**src/hw/counter_array_watchdog_defs.vh**
```
// register addresses, field positions, reset values and counts
`ifndef COUNTER_ARRAY_WATCHDOG_DEFS_VH
`define COUNTER_ARRAY_WATCHDOG_DEFS_VH
`define ADDR_CONTROL_FLAGS   8'hd8
`define ADDR_MODE_REG        8'hd9
`define ADDR_COUNT_LOW       8'he9
`define ADDR_COUNT_HIGH      8'hf9
`define ADDR_CH5_MODE        8'hce
`define ADDR_CH5_OFFSET      8'hd3
`define ADDR_CH5_HIGH        8'hd4
`define BIT_OVERFLOW_FLAG    7
`define BIT_COUNTER_RUN      6
`define BIT_CH5_FLAG         5
`define BIT_IDLE_SUSPEND     7
`define BIT_WD_ENABLE        6
`define BIT_WD_LOCK          5
`define BIT_OVF_INT_EN       0
`define SRC_FIELD_HI         3
`define SRC_FIELD_LO         1
`define BIT_FLAGS_HI         5
`define FLAG_COUNT           6
`define CH5_ECOM_BIT         6
`define CH5_MATCH_BIT        3
`define RST_CONTROL_FLAGS    8'h00
`define RST_MODE_REG         8'h40
`define RST_BYTE             8'h00
`define CH5_SW_TIMER_MODE    8'h48
`define SRC_DIV12            3'h0
`define SRC_DIV4             3'h1
`define SRC_EXT_TICK         3'h2
`define SRC_SYSCLK           3'h4
`define DIV12_LAST           4'hb
`define DIV4_LAST            4'h3
`endif
```
**src/hw/counter_array_watchdog.v**
```verilog
// watchdog on channel 5 of the counter array, with control/flag register
// Function
// - watchdog enabled keeps the counter running whatever the run bit says, except while idle suspend is set and idle is high
// - counter byte writes are ignored while watchdog is enabled
// - clock source select and idle suspend frozen while watchdog enabled
// - channel 5 forced to software timer, its mode writes ignored while watchdog enabled
// - run bit writes do not change counting while watchdog enabled
// - run bit reads zero unless software set it
// - reset when low byte overflows while channel 5 high equals count high
// - channel 5 high write loads count high plus channel 5 offset
// - timeout is 256 times offset plus 256 minus low byte
// - writing 1 to channel 5 flag with watchdog on forces reset
// - enable bit or lock bit enables the watchdog
// - lock bit keeps watchdog enabled until next system reset
// - without lock, clearing enable bit disables the watchdog
// - after reset watchdog on, divide by 12, low byte and offset zero
// - overflow flag set on 16-bit wrap, interrupt if enabled, sticky
// - run bit at bit 6 starts and stops the counter outside watchdog
// - compare flags set on channel match (channel 5 only while watchdog off), always interrupt (no enable bit), sticky
`timescale 1ns/10ps
`include "counter_array_watchdog_defs.vh"

module counter_array_watchdog #(
    parameter DATA_W = 8
) (
    input  wire              CLK_I,
    input  wire              RST_I,
    input  wire [7:0]        ADDR_I,
    input  wire [DATA_W-1:0] WDATA_I,
    input  wire              WR_I,
    input  wire              RD_I,
    input  wire              IDLE_I,
    input  wire              EXT_TICK_I,
    input  wire [4:0]        CH_MATCH_I,
    output reg  [DATA_W-1:0] RDATA_O,
    output reg               WD_RESET_O,
    output reg               IRQ_O,
    output reg  [15:0]       COUNT_O
);

    reg  [7:0] count_low;
    reg  [7:0] count_high;
    reg        overflow_flag;
    reg        run_bit;
    wire [5:0] compare_flags;
    reg        idle_suspend;
    reg        wd_enable;
    reg        wd_lock;
    reg  [2:0] clock_source;
    reg        ovf_int_en;
    reg  [7:0] ch5_mode;
    reg  [7:0] ch5_offset;
    reg  [7:0] ch5_high;
    reg  [3:0] prescale;
    reg        tick_meta;
    reg        tick_sync;
    reg        tick_last;
    reg        idle_meta;
    reg        idle_sync;
    reg        tick;
    reg        next_wd_reset;
    reg  [DATA_W-1:0] next_rdata;

    wire       wd_on      = wd_enable | wd_lock;
    wire       wr_ctl     = WR_I && (ADDR_I == `ADDR_CONTROL_FLAGS);
    wire       wr_mode    = WR_I && (ADDR_I == `ADDR_MODE_REG);
    wire       wr_low     = WR_I && (ADDR_I == `ADDR_COUNT_LOW);
    wire       wr_high    = WR_I && (ADDR_I == `ADDR_COUNT_HIGH);
    // channel 5 strobes
    wire       wr_ch5_mode   = WR_I && (ADDR_I == `ADDR_CH5_MODE);
    wire       wr_ch5_offset = WR_I && (ADDR_I == `ADDR_CH5_OFFSET);
    wire       wr_ch5_high   = WR_I && (ADDR_I == `ADDR_CH5_HIGH);
    // bit 4 of the mode register reads zero
    wire [7:0] mode_read  = {idle_suspend, wd_enable, wd_lock, 1'b0,
                             clock_source, ovf_int_en};
    wire       counting   = (run_bit | wd_on) & ~(idle_suspend & idle_sync);
    wire       advance    = counting & tick;
    wire       low_wrap   = advance & (count_low == 8'hff);
    wire       full_wrap  = low_wrap & (count_high == 8'hff);
    wire [7:0] low_next   = count_low + 8'h01;
    wire [7:0] high_next  = count_high + 8'h01;
    wire [5:0] ctl_wdata  = WDATA_I[`BIT_FLAGS_HI:0];
    wire [7:0] ch5_eff    = wd_on ? `CH5_SW_TIMER_MODE : ch5_mode;
    wire       ch5_match  = ch5_eff[`CH5_MATCH_BIT] & ch5_eff[`CH5_ECOM_BIT]
                          & advance & (ch5_high == count_high)
                          & (ch5_offset == count_low);
    wire [5:0] match_set  = {ch5_match & ~wd_on, CH_MATCH_I};

    // external tick passes two flip-flops before its edge is read
    always @(posedge CLK_I or posedge RST_I) begin
        if (RST_I) begin
            tick_meta <= 1'b0;
            tick_sync <= 1'b0;
            tick_last <= 1'b0;
        end else begin
            tick_meta <= EXT_TICK_I;
            tick_sync <= tick_meta;
            tick_last <= tick_sync;
        end
    end

    // idle level is asynchronous too; two stages before it pauses counting
    always @(posedge CLK_I or posedge RST_I) begin
        if (RST_I) begin
            idle_meta <= 1'b0;
            idle_sync <= 1'b0;
        end else begin
            idle_meta <= IDLE_I;
            idle_sync <= idle_meta;
        end
    end

    always @(posedge CLK_I or posedge RST_I) begin
        if (RST_I) begin
            prescale <= 4'h0;
            tick     <= 1'b0;
        end else begin
            tick <= 1'b0;
            case (clock_source)
                `SRC_DIV12: begin
                    if (prescale >= `DIV12_LAST) begin
                        prescale <= 4'h0;
                        tick     <= 1'b1;
                    end else begin
                        prescale <= prescale + 4'h1;
                    end
                end
                `SRC_DIV4: begin
                    if (prescale >= `DIV4_LAST) begin
                        prescale <= 4'h0;
                        tick     <= 1'b1;
                    end else begin
                        prescale <= prescale + 4'h1;
                    end
                end
                `SRC_EXT_TICK: begin
                    prescale <= 4'h0;
                    tick     <= tick_sync & ~tick_last;
                end
                `SRC_SYSCLK: begin
                    prescale <= 4'h0;
                    tick     <= 1'b1;
                end
                default: begin
                    prescale <= 4'h0;
                    tick     <= 1'b0;
                end
            endcase
        end
    end

    // counter; byte writes locked out while watchdog on
    always @(posedge CLK_I or posedge RST_I) begin
        if (RST_I) begin
            count_low  <= `RST_BYTE;
            count_high <= `RST_BYTE;
        end else begin
            if (wr_low && !wd_on) begin
                count_low <= WDATA_I[7:0];
            end else if (advance) begin
                count_low <= low_next;
            end
            // high byte steps only on a low wrap
            if (wr_high && !wd_on) begin
                count_high <= WDATA_I[7:0];
            end else if (low_wrap) begin
                count_high <= high_next;
            end
        end
    end

    always @(posedge CLK_I or posedge RST_I) begin
        if (RST_I) begin
            overflow_flag <= 1'b0;
        end else if (full_wrap) begin
            overflow_flag <= 1'b1;
        end else if (wr_ctl) begin
            overflow_flag <= WDATA_I[`BIT_OVERFLOW_FLAG];
        end
    end

    // run bit kept as written, so it reads zero
    // until software sets it, even while the watchdog forces counting
    always @(posedge CLK_I or posedge RST_I) begin
        if (RST_I) begin
            run_bit <= 1'b0;
        end else if (wr_ctl) begin
            run_bit <= WDATA_I[`BIT_COUNTER_RUN];
        end
    end

    // sticky compare flags, one per channel, set beats clear
    genvar ch;
    generate
        for (ch = 0; ch < `FLAG_COUNT; ch = ch + 1) begin : flag_bit
            reg flag;
            always @(posedge CLK_I or posedge RST_I) begin
                if (RST_I) begin
                    flag <= 1'b0;
                end else if (match_set[ch]) begin
                    flag <= 1'b1;
                end else if (wr_ctl) begin
                    flag <= ctl_wdata[ch];
                end
            end
            assign compare_flags[ch] = flag;
        end
    endgenerate

    // mode register
    always @(posedge CLK_I or posedge RST_I) begin
        if (RST_I) begin
            idle_suspend <= 1'b0;
            wd_enable    <= 1'b1;
            wd_lock      <= 1'b0;
            clock_source <= `SRC_DIV12;
            ovf_int_en   <= 1'b0;
        end else if (wr_mode) begin
            ovf_int_en <= WDATA_I[`BIT_OVF_INT_EN];
            // lock sticks, enable clears only unlocked
            if (!wd_lock) begin
                wd_enable <= WDATA_I[`BIT_WD_ENABLE];
            end
            wd_lock <= wd_lock | WDATA_I[`BIT_WD_LOCK];
            if (!wd_on) begin
                idle_suspend <= WDATA_I[`BIT_IDLE_SUSPEND];
                clock_source <= WDATA_I[`SRC_FIELD_HI:`SRC_FIELD_LO];
            end
        end
    end

    // channel 5 registers
    always @(posedge CLK_I or posedge RST_I) begin
        if (RST_I) begin
            ch5_mode   <= `RST_BYTE;
            ch5_offset <= `RST_BYTE;
            ch5_high   <= `RST_BYTE;
        end else begin
            if (wr_ch5_mode && !wd_on) begin
                ch5_mode <= WDATA_I[7:0];
            end
            // offset may change while enabled; the next refresh uses it
            if (wr_ch5_offset) begin
                ch5_offset <= WDATA_I[7:0];
            end
            // refresh drops the written value, loads high plus offset
            if (wr_ch5_high) begin
                ch5_high <= count_high + ch5_offset;
            end
        end
    end

    // both causes merge into one registered pulse
    always @* begin
        next_wd_reset = wd_on & low_wrap & (ch5_high == count_high);
        if (wr_ctl && wd_on && WDATA_I[`BIT_CH5_FLAG]) begin
            next_wd_reset = 1'b1;
        end
    end

    // read mux; unmapped addresses read zero
    always @* begin
        case (ADDR_I)
            `ADDR_CONTROL_FLAGS: next_rdata = {overflow_flag, run_bit,
                                               compare_flags};
            `ADDR_MODE_REG:      next_rdata = mode_read;
            `ADDR_COUNT_LOW:     next_rdata = count_low;
            `ADDR_COUNT_HIGH:    next_rdata = count_high;
            `ADDR_CH5_MODE:      next_rdata = ch5_eff;
            `ADDR_CH5_OFFSET:    next_rdata = ch5_offset;
            `ADDR_CH5_HIGH:      next_rdata = ch5_high;
            default:             next_rdata = {DATA_W{1'b0}};
        endcase
    end

    always @(posedge CLK_I or posedge RST_I) begin
        if (RST_I) begin
            WD_RESET_O <= 1'b0;
            IRQ_O      <= 1'b0;
            COUNT_O    <= 16'h0000;
            RDATA_O    <= {DATA_W{1'b0}};
        end else begin
            WD_RESET_O <= next_wd_reset;
            IRQ_O      <= (overflow_flag & ovf_int_en) | (|compare_flags);
            COUNT_O    <= {count_high, count_low};
            // read data stands until the next read strobe
            if (RD_I) begin
                RDATA_O <= next_rdata;
            end
        end
    end

endmodule // counter_array_watchdog

```
**config.mk**
```make
export PLATFORM = sky130hd
export DESIGN_NAME = counter_array_watchdog
export DESIGN_NICKNAME = d
export VERILOG_FILES = /design/src/hw/counter_array_watchdog.v
export VERILOG_INCLUDE_DIRS = /design/src /design/src/hw
export SDC_FILE = /design/constraint.sdc
export NUM_CORES = 1
export LEC_CHECK = 0
export BUFFER_PORTS_ARGS = -buffer_cell sky130_fd_sc_hd__buf_2
export CAP_MARGIN = 20
export CORE_ASPECT_RATIO = 0.7
export CORE_MARGIN = 5
export CORE_UTILIZATION = 53
export DETAILED_ROUTE_END_ITERATION = 8
export PLACE_DENSITY = 0.84
export SLEW_MARGIN = 20
export SYNTH_ARGS = -nofsm -noshare
export SYNTH_HDL_FRONTEND = slang
export SYNTH_SLANG_ARGS = --single-unit
```
**constraint.sdc**
```tcl
create_clock -name CLK_I -period 2.6 [get_ports CLK_I]
set_clock_uncertainty 0.1 [all_clocks]
set_input_delay 0.13 -clock CLK_I [delete_from_list [all_inputs] [get_ports CLK_I]]
set_output_delay 0.13 -clock CLK_I [all_outputs]
set_load 0.02 [all_outputs]
```
# Yosys cells after proc, flatten, opt, wreduce, memory -nomap -nowiden
# Index checks and enable logic that the tools add are counted.
# op_classes
n_addsub	4
order_cmp	2
eq_ne	14
mux	27
bitwise_logic	22
n_reduce_logical	26
# ops
operator	count
$eq 8x8->1 const B	9
$pmux 8 s7	1
$mux 8	5
$reduce_bool 2->1	9
$mux 1	17
$add 8x1->8 const B	2
$eq 8x8->1	2
$and 1x1->1	14
$logic_and 1x1->1	12
$add 8x8->8	1
$mux 4	2
$pmux 4 s2	1
$reduce_or 6->1	1
$add 4x1->4 const B	1
$ge 4x2->1 const B	1
$ge 4x4->1 const B	1
$not 1->1	4
$or 1x1->1	4
$pmux 1 s4	1
$reduce_and 2->1	2
$eq 3x1->1 const B	1
$eq 3x2->1 const B	1
$eq 3x3->1 const B	1
$logic_not 3->1	1
$logic_not 1->1	1
# totals
regBits	91
in_bits	27
output_inout_bits	26
word_cells	124

# Logic depth before layout (Yosys ltp)
# logic_depth
depth_word	9
depth_mapped	7
depth_no_buf	7

# Worst setup path after synthesis
# No wires, ideal clock.
# synth_path
path_type	register to register
startpoint	register count_high[0]
endpoint	register ch5_high[6]
setup_time_ns	0.127
t_arrival_ns	1.764
t_required_ns	2.373
setup_slack_ns	0.609
path_stages_with_launch	8
path_buffers	0
period_less_slack_ns	1.991
cell_sequence	dfrtp_1 ha_1 fa_1 a211oi_1 o21bai_1 a21oi_1 xor2_1 o21ai_0
# synth_between
elab_chain_len	1
# synth_lines
element	line_no	source
from (decl)	counter_array_watchdog.v:42	reg [7:0] count_high;
from (signal assigned)	counter_array_watchdog.v:156	count_high <= `RST_BYTE;
from (signal assigned)	counter_array_watchdog.v:165	count_high <= WDATA_I[7:0];
from (signal assigned)	counter_array_watchdog.v:167	count_high <= high_next;
$add 8x8->8	counter_array_watchdog.v:248	ch5_high <= count_high + ch5_offset;
to (signal assigned)	counter_array_watchdog.v:237	ch5_high <= `RST_BYTE;
to (signal assigned)	counter_array_watchdog.v:248	
to (decl)	counter_array_watchdog.v:53	reg [7:0] ch5_high;
# No other way between the ends.
# A chain may end at the register's enable or synchronous reset.

# Worst setup path in the final report
# Same ends and word-level chain as after synthesis.

==> impl_metrics.csv <==
group,metric,value,unit
outcome,outcome,"finished, final reports clean",
sta,period_minus_slack,2.243,ns
cts,cts_setup_buffers,0,
global_routing,grt_util_all_layers,24.93,%
cts,cts_tree,"done",
synthesis,synth_edf_count,0,
worst_setup_path,crit_type,"reg2reg",
routing,routed.top_layer,"met4",
job,drv_cap,0,
synthesis,ys.flop_type,"dfrtp_1",
sta,worstMarginPinSlew,0.6249,ns
layout,final_cell_mix,"dfrtp_1 (90), buf_2 (52), nand2_1 (37)",
routing,via_per_inst,5.990,
floorplan,ios,53,
place,preCtsSetupSlack,0.4039,ns
layout,area_delta_synth_final,16.32,%
routing,totalWireLength,12.39,mm
cts,cts_resized,0,
layout,final_nets,530,
sta,slew_headroom,58.17,%
global_routing,grt_max_degree,92,
synthesis,netlist.area_leader.share,48.71,%
routing,ant_nets,0,
layout,diodes,0,
routing,met2_length,5.434,mm
floorplan,rows,28,
synthesis,synth_nets,471,
worst_setup_path,cp-start-kind,"flop",
synthesis,synth_area_leaders,"dfrtp_1 (49%), mux2_2 (6.1%), xnor2_1 (5.3%), mux2i_1 (3.9%), o21ai_0 (3.2%)",
synthesis,async_flop_share,100.0,%
sta,slew_violations,0,
power,p_total,4.474,mW
power,peakVddDrop,0.0006953,V
synthesis,synth_cell_types,51,
synthesis,syn_area_per_cell,10.68,sq um
floorplan,initial_core_util,54.53,%
power,leakagePower,2.327,nW
floorplan,die_h,88.14,microns
floorplan,dieArea,0.01072,sq mm
global_routing,grt_pass1_wl,19.87,mm
cts,clk_pin_slew,0.06,ns
worst_setup_path,critPathRequiredTime,2.73,ns
routing,vias,3696,
global_routing,grt_overflow,0,
routing,wl_met3,1.148,mm
worst_setup_path,end_kind,"flop",
place,portBuffers,52,
worst_setup_path,cp_data_arrival_time,2.37,ns
cts,cts_root_buffer,"clkbuf_16",
routing,post-route-drc-count,0,
sta,hold_viol_final,0,
worst_setup_path,cp_max_fo,7,
cts,htree_levels,3,
floorplan,die_w,121.6,microns
routing,drt_first_pass_iters,5,
sta,clock.fmax,445.8,MHz
cts,numCtsBuffers,9,
cts,cts.path.max_buffers,2,
min_path,hold_class,"in2reg",
sta,grt_setup_unrepaired,"no",
synthesis,ys_ff_latch,91,
layout,drive_gt1_share,21.73,%
cts,clk-insertion-delay-late,0.35,ns
routing,drtIter0Drc,381,
power,power_density,831.9,mW/mm^2
sta,timing.final.crit_share,86.27,%
sta,fin_setup_tns,0,ns
synthesis,synth_area,0.004623,sq mm
place,dp_hpwl,8.860,mm
cts,cts_num_sinks,91,
synthesis,ys_warn_count,0,
global_routing,grt_pass1_vias,3584,
synthesis,synth_top_area_cell,"dfrtp_1",
sta,setup_ws,0.3569,ns
sta,finalSetupViolations,0,
routing,wl_met1,5.598,mm
synthesis,yosysSeqAreaShare,49.28,%
place,gp_congestion,0.9725,
routing,wl_per_cell,20.08,microns
synthesis,synth_cells,433,
global_routing,antenna_found_initial,0,
floorplan,core,0.008478,sq mm
layout,final_common_cell,"dfrtp_1",
## final timing paths
kind                               startpoint            end  slack (ns)  cells past startpoint
worst min register to register      tick_meta      tick_sync        0.26                      0
max in group asynchronous               RST_I      wd_enable        1.69                      4
worst max-delay path            count_high[0]    ch5_high[6]        0.36                      7
worst min-delay path               WDATA_I[7]  count_high[7]        0.02                      3
min in group asynchronous               RST_I     COUNT_O[3]        0.33                      4
worst max register to register  count_high[0]    ch5_high[6]        0.36                      7
## repair_timing
| action | in CTS | in global routing |
|---|---|---|
| endpoints found under the setup margin | 0 | 0 |
| endpoints found under the hold margin | 99 | 0 |
| hold buffers | 9 | 0 |
## cells by family (layout without fill, tap and decap cells)
logic type                 after synthesis  in the layout  synth area share [%]
and+or+nand+nor                        136            136                 16.21
muxes                                   43             43                 9.986
adders and majority gates               11             11                 3.139
AOI/OAI and AO/OA                       87             87                 11.93
DFF                                     91             91                 49.28
xor gates and xnor gates                37             37                 7.010
buffers and inverters                   28             92                 2.436
## metrics by stage
step                      area [sq um]  utilization [%]  instances  hold WS [ns]
final                             5378            63.43        617       0.01696
after global routing              5378            63.43        617       0.01592
after CTS                         5378            63.43        617      0.001409
after detailed placement          5006            59.05        592        0.1401
after global placement            5006            59.05        592        0.1374
after floorplan                   4623                -        433       0.06143
## layout make-up
| class | instances | area [sq um] |
|---|---|---|
| Fill cell | 688 | 3100 |
| Timing Repair Buffer | 65 | 392.9 |
| Sequential cell | 91 | 2278 |
| Clock buffer | 12 | 256.5 |
| Clock inverter | 4 | 25.02 |
| Inverter | 11 | 42.54 |
| Tap cell | 120 | 150.1 |
| Multi-Input combinational cell | 314 | 2232 |
## synth_stat cells, drive strengths merged, types with 2 or more instances
| cell type | count |
|---|---|
| inv | 11 |
| a31oi | 2 |
| buf | 7 |
| clkbuf | 10 |
| xnor2 | 28 |
| a21o | 2 |
| xor2 | 9 |
| nor2b | 6 |
| a211oi | 9 |
| o22ai | 14 |
| or3 | 3 |
| and4bb | 2 |
| and4 | 5 |
| a22oi | 14 |
| nor4 | 4 |
| and3 | 2 |
| nand3 | 15 |
| ha | 10 |
| or4 | 2 |
| nand2 | 37 |
| nand4 | 11 |
| mux2 | 25 |
| nand2b | 7 |
| o21bai | 2 |
| a21oi | 7 |
| nor3 | 10 |
| o21ai | 30 |
| mux2i | 18 |
| nor2 | 27 |
| dfrtp | 90 |
## critical path: stages (launching register included)
cell and delay [ns]:
dfrtp_1 0.46, ha_1 0.29, fa_1 0.44, a211oi_1 0.27, o21bai_1 0.11, a21oi_1 0.20
xor2_1 0.15, o21ai_0 0.08
## layer usage
layer | vias up | track usage [%]
met5 | - | 0
met4 | 0 | 6.816
met3 | 22 | 8.522
met2 | 172 | 36.19
met1 | 1819 | 35.81
li1 | 1683 | -
## power by group
part	switching, mW	internal [mW]
clock	0.535	0.697
combinational	0.672	0.516
sequential	0.368	1.69
## flip-flops by register name, indices dropped and copies added, names as in the netlist, 3 cells and up
signal and count:
ch5_mode 8, ch5_high 8, clock_source 3, RDATA_O 8
count_high 8, COUNT_O 16, prescale 4, count_low 8
flag_bit.flag 6, ch5_offset 8
(Power assumes the default switching activity.)
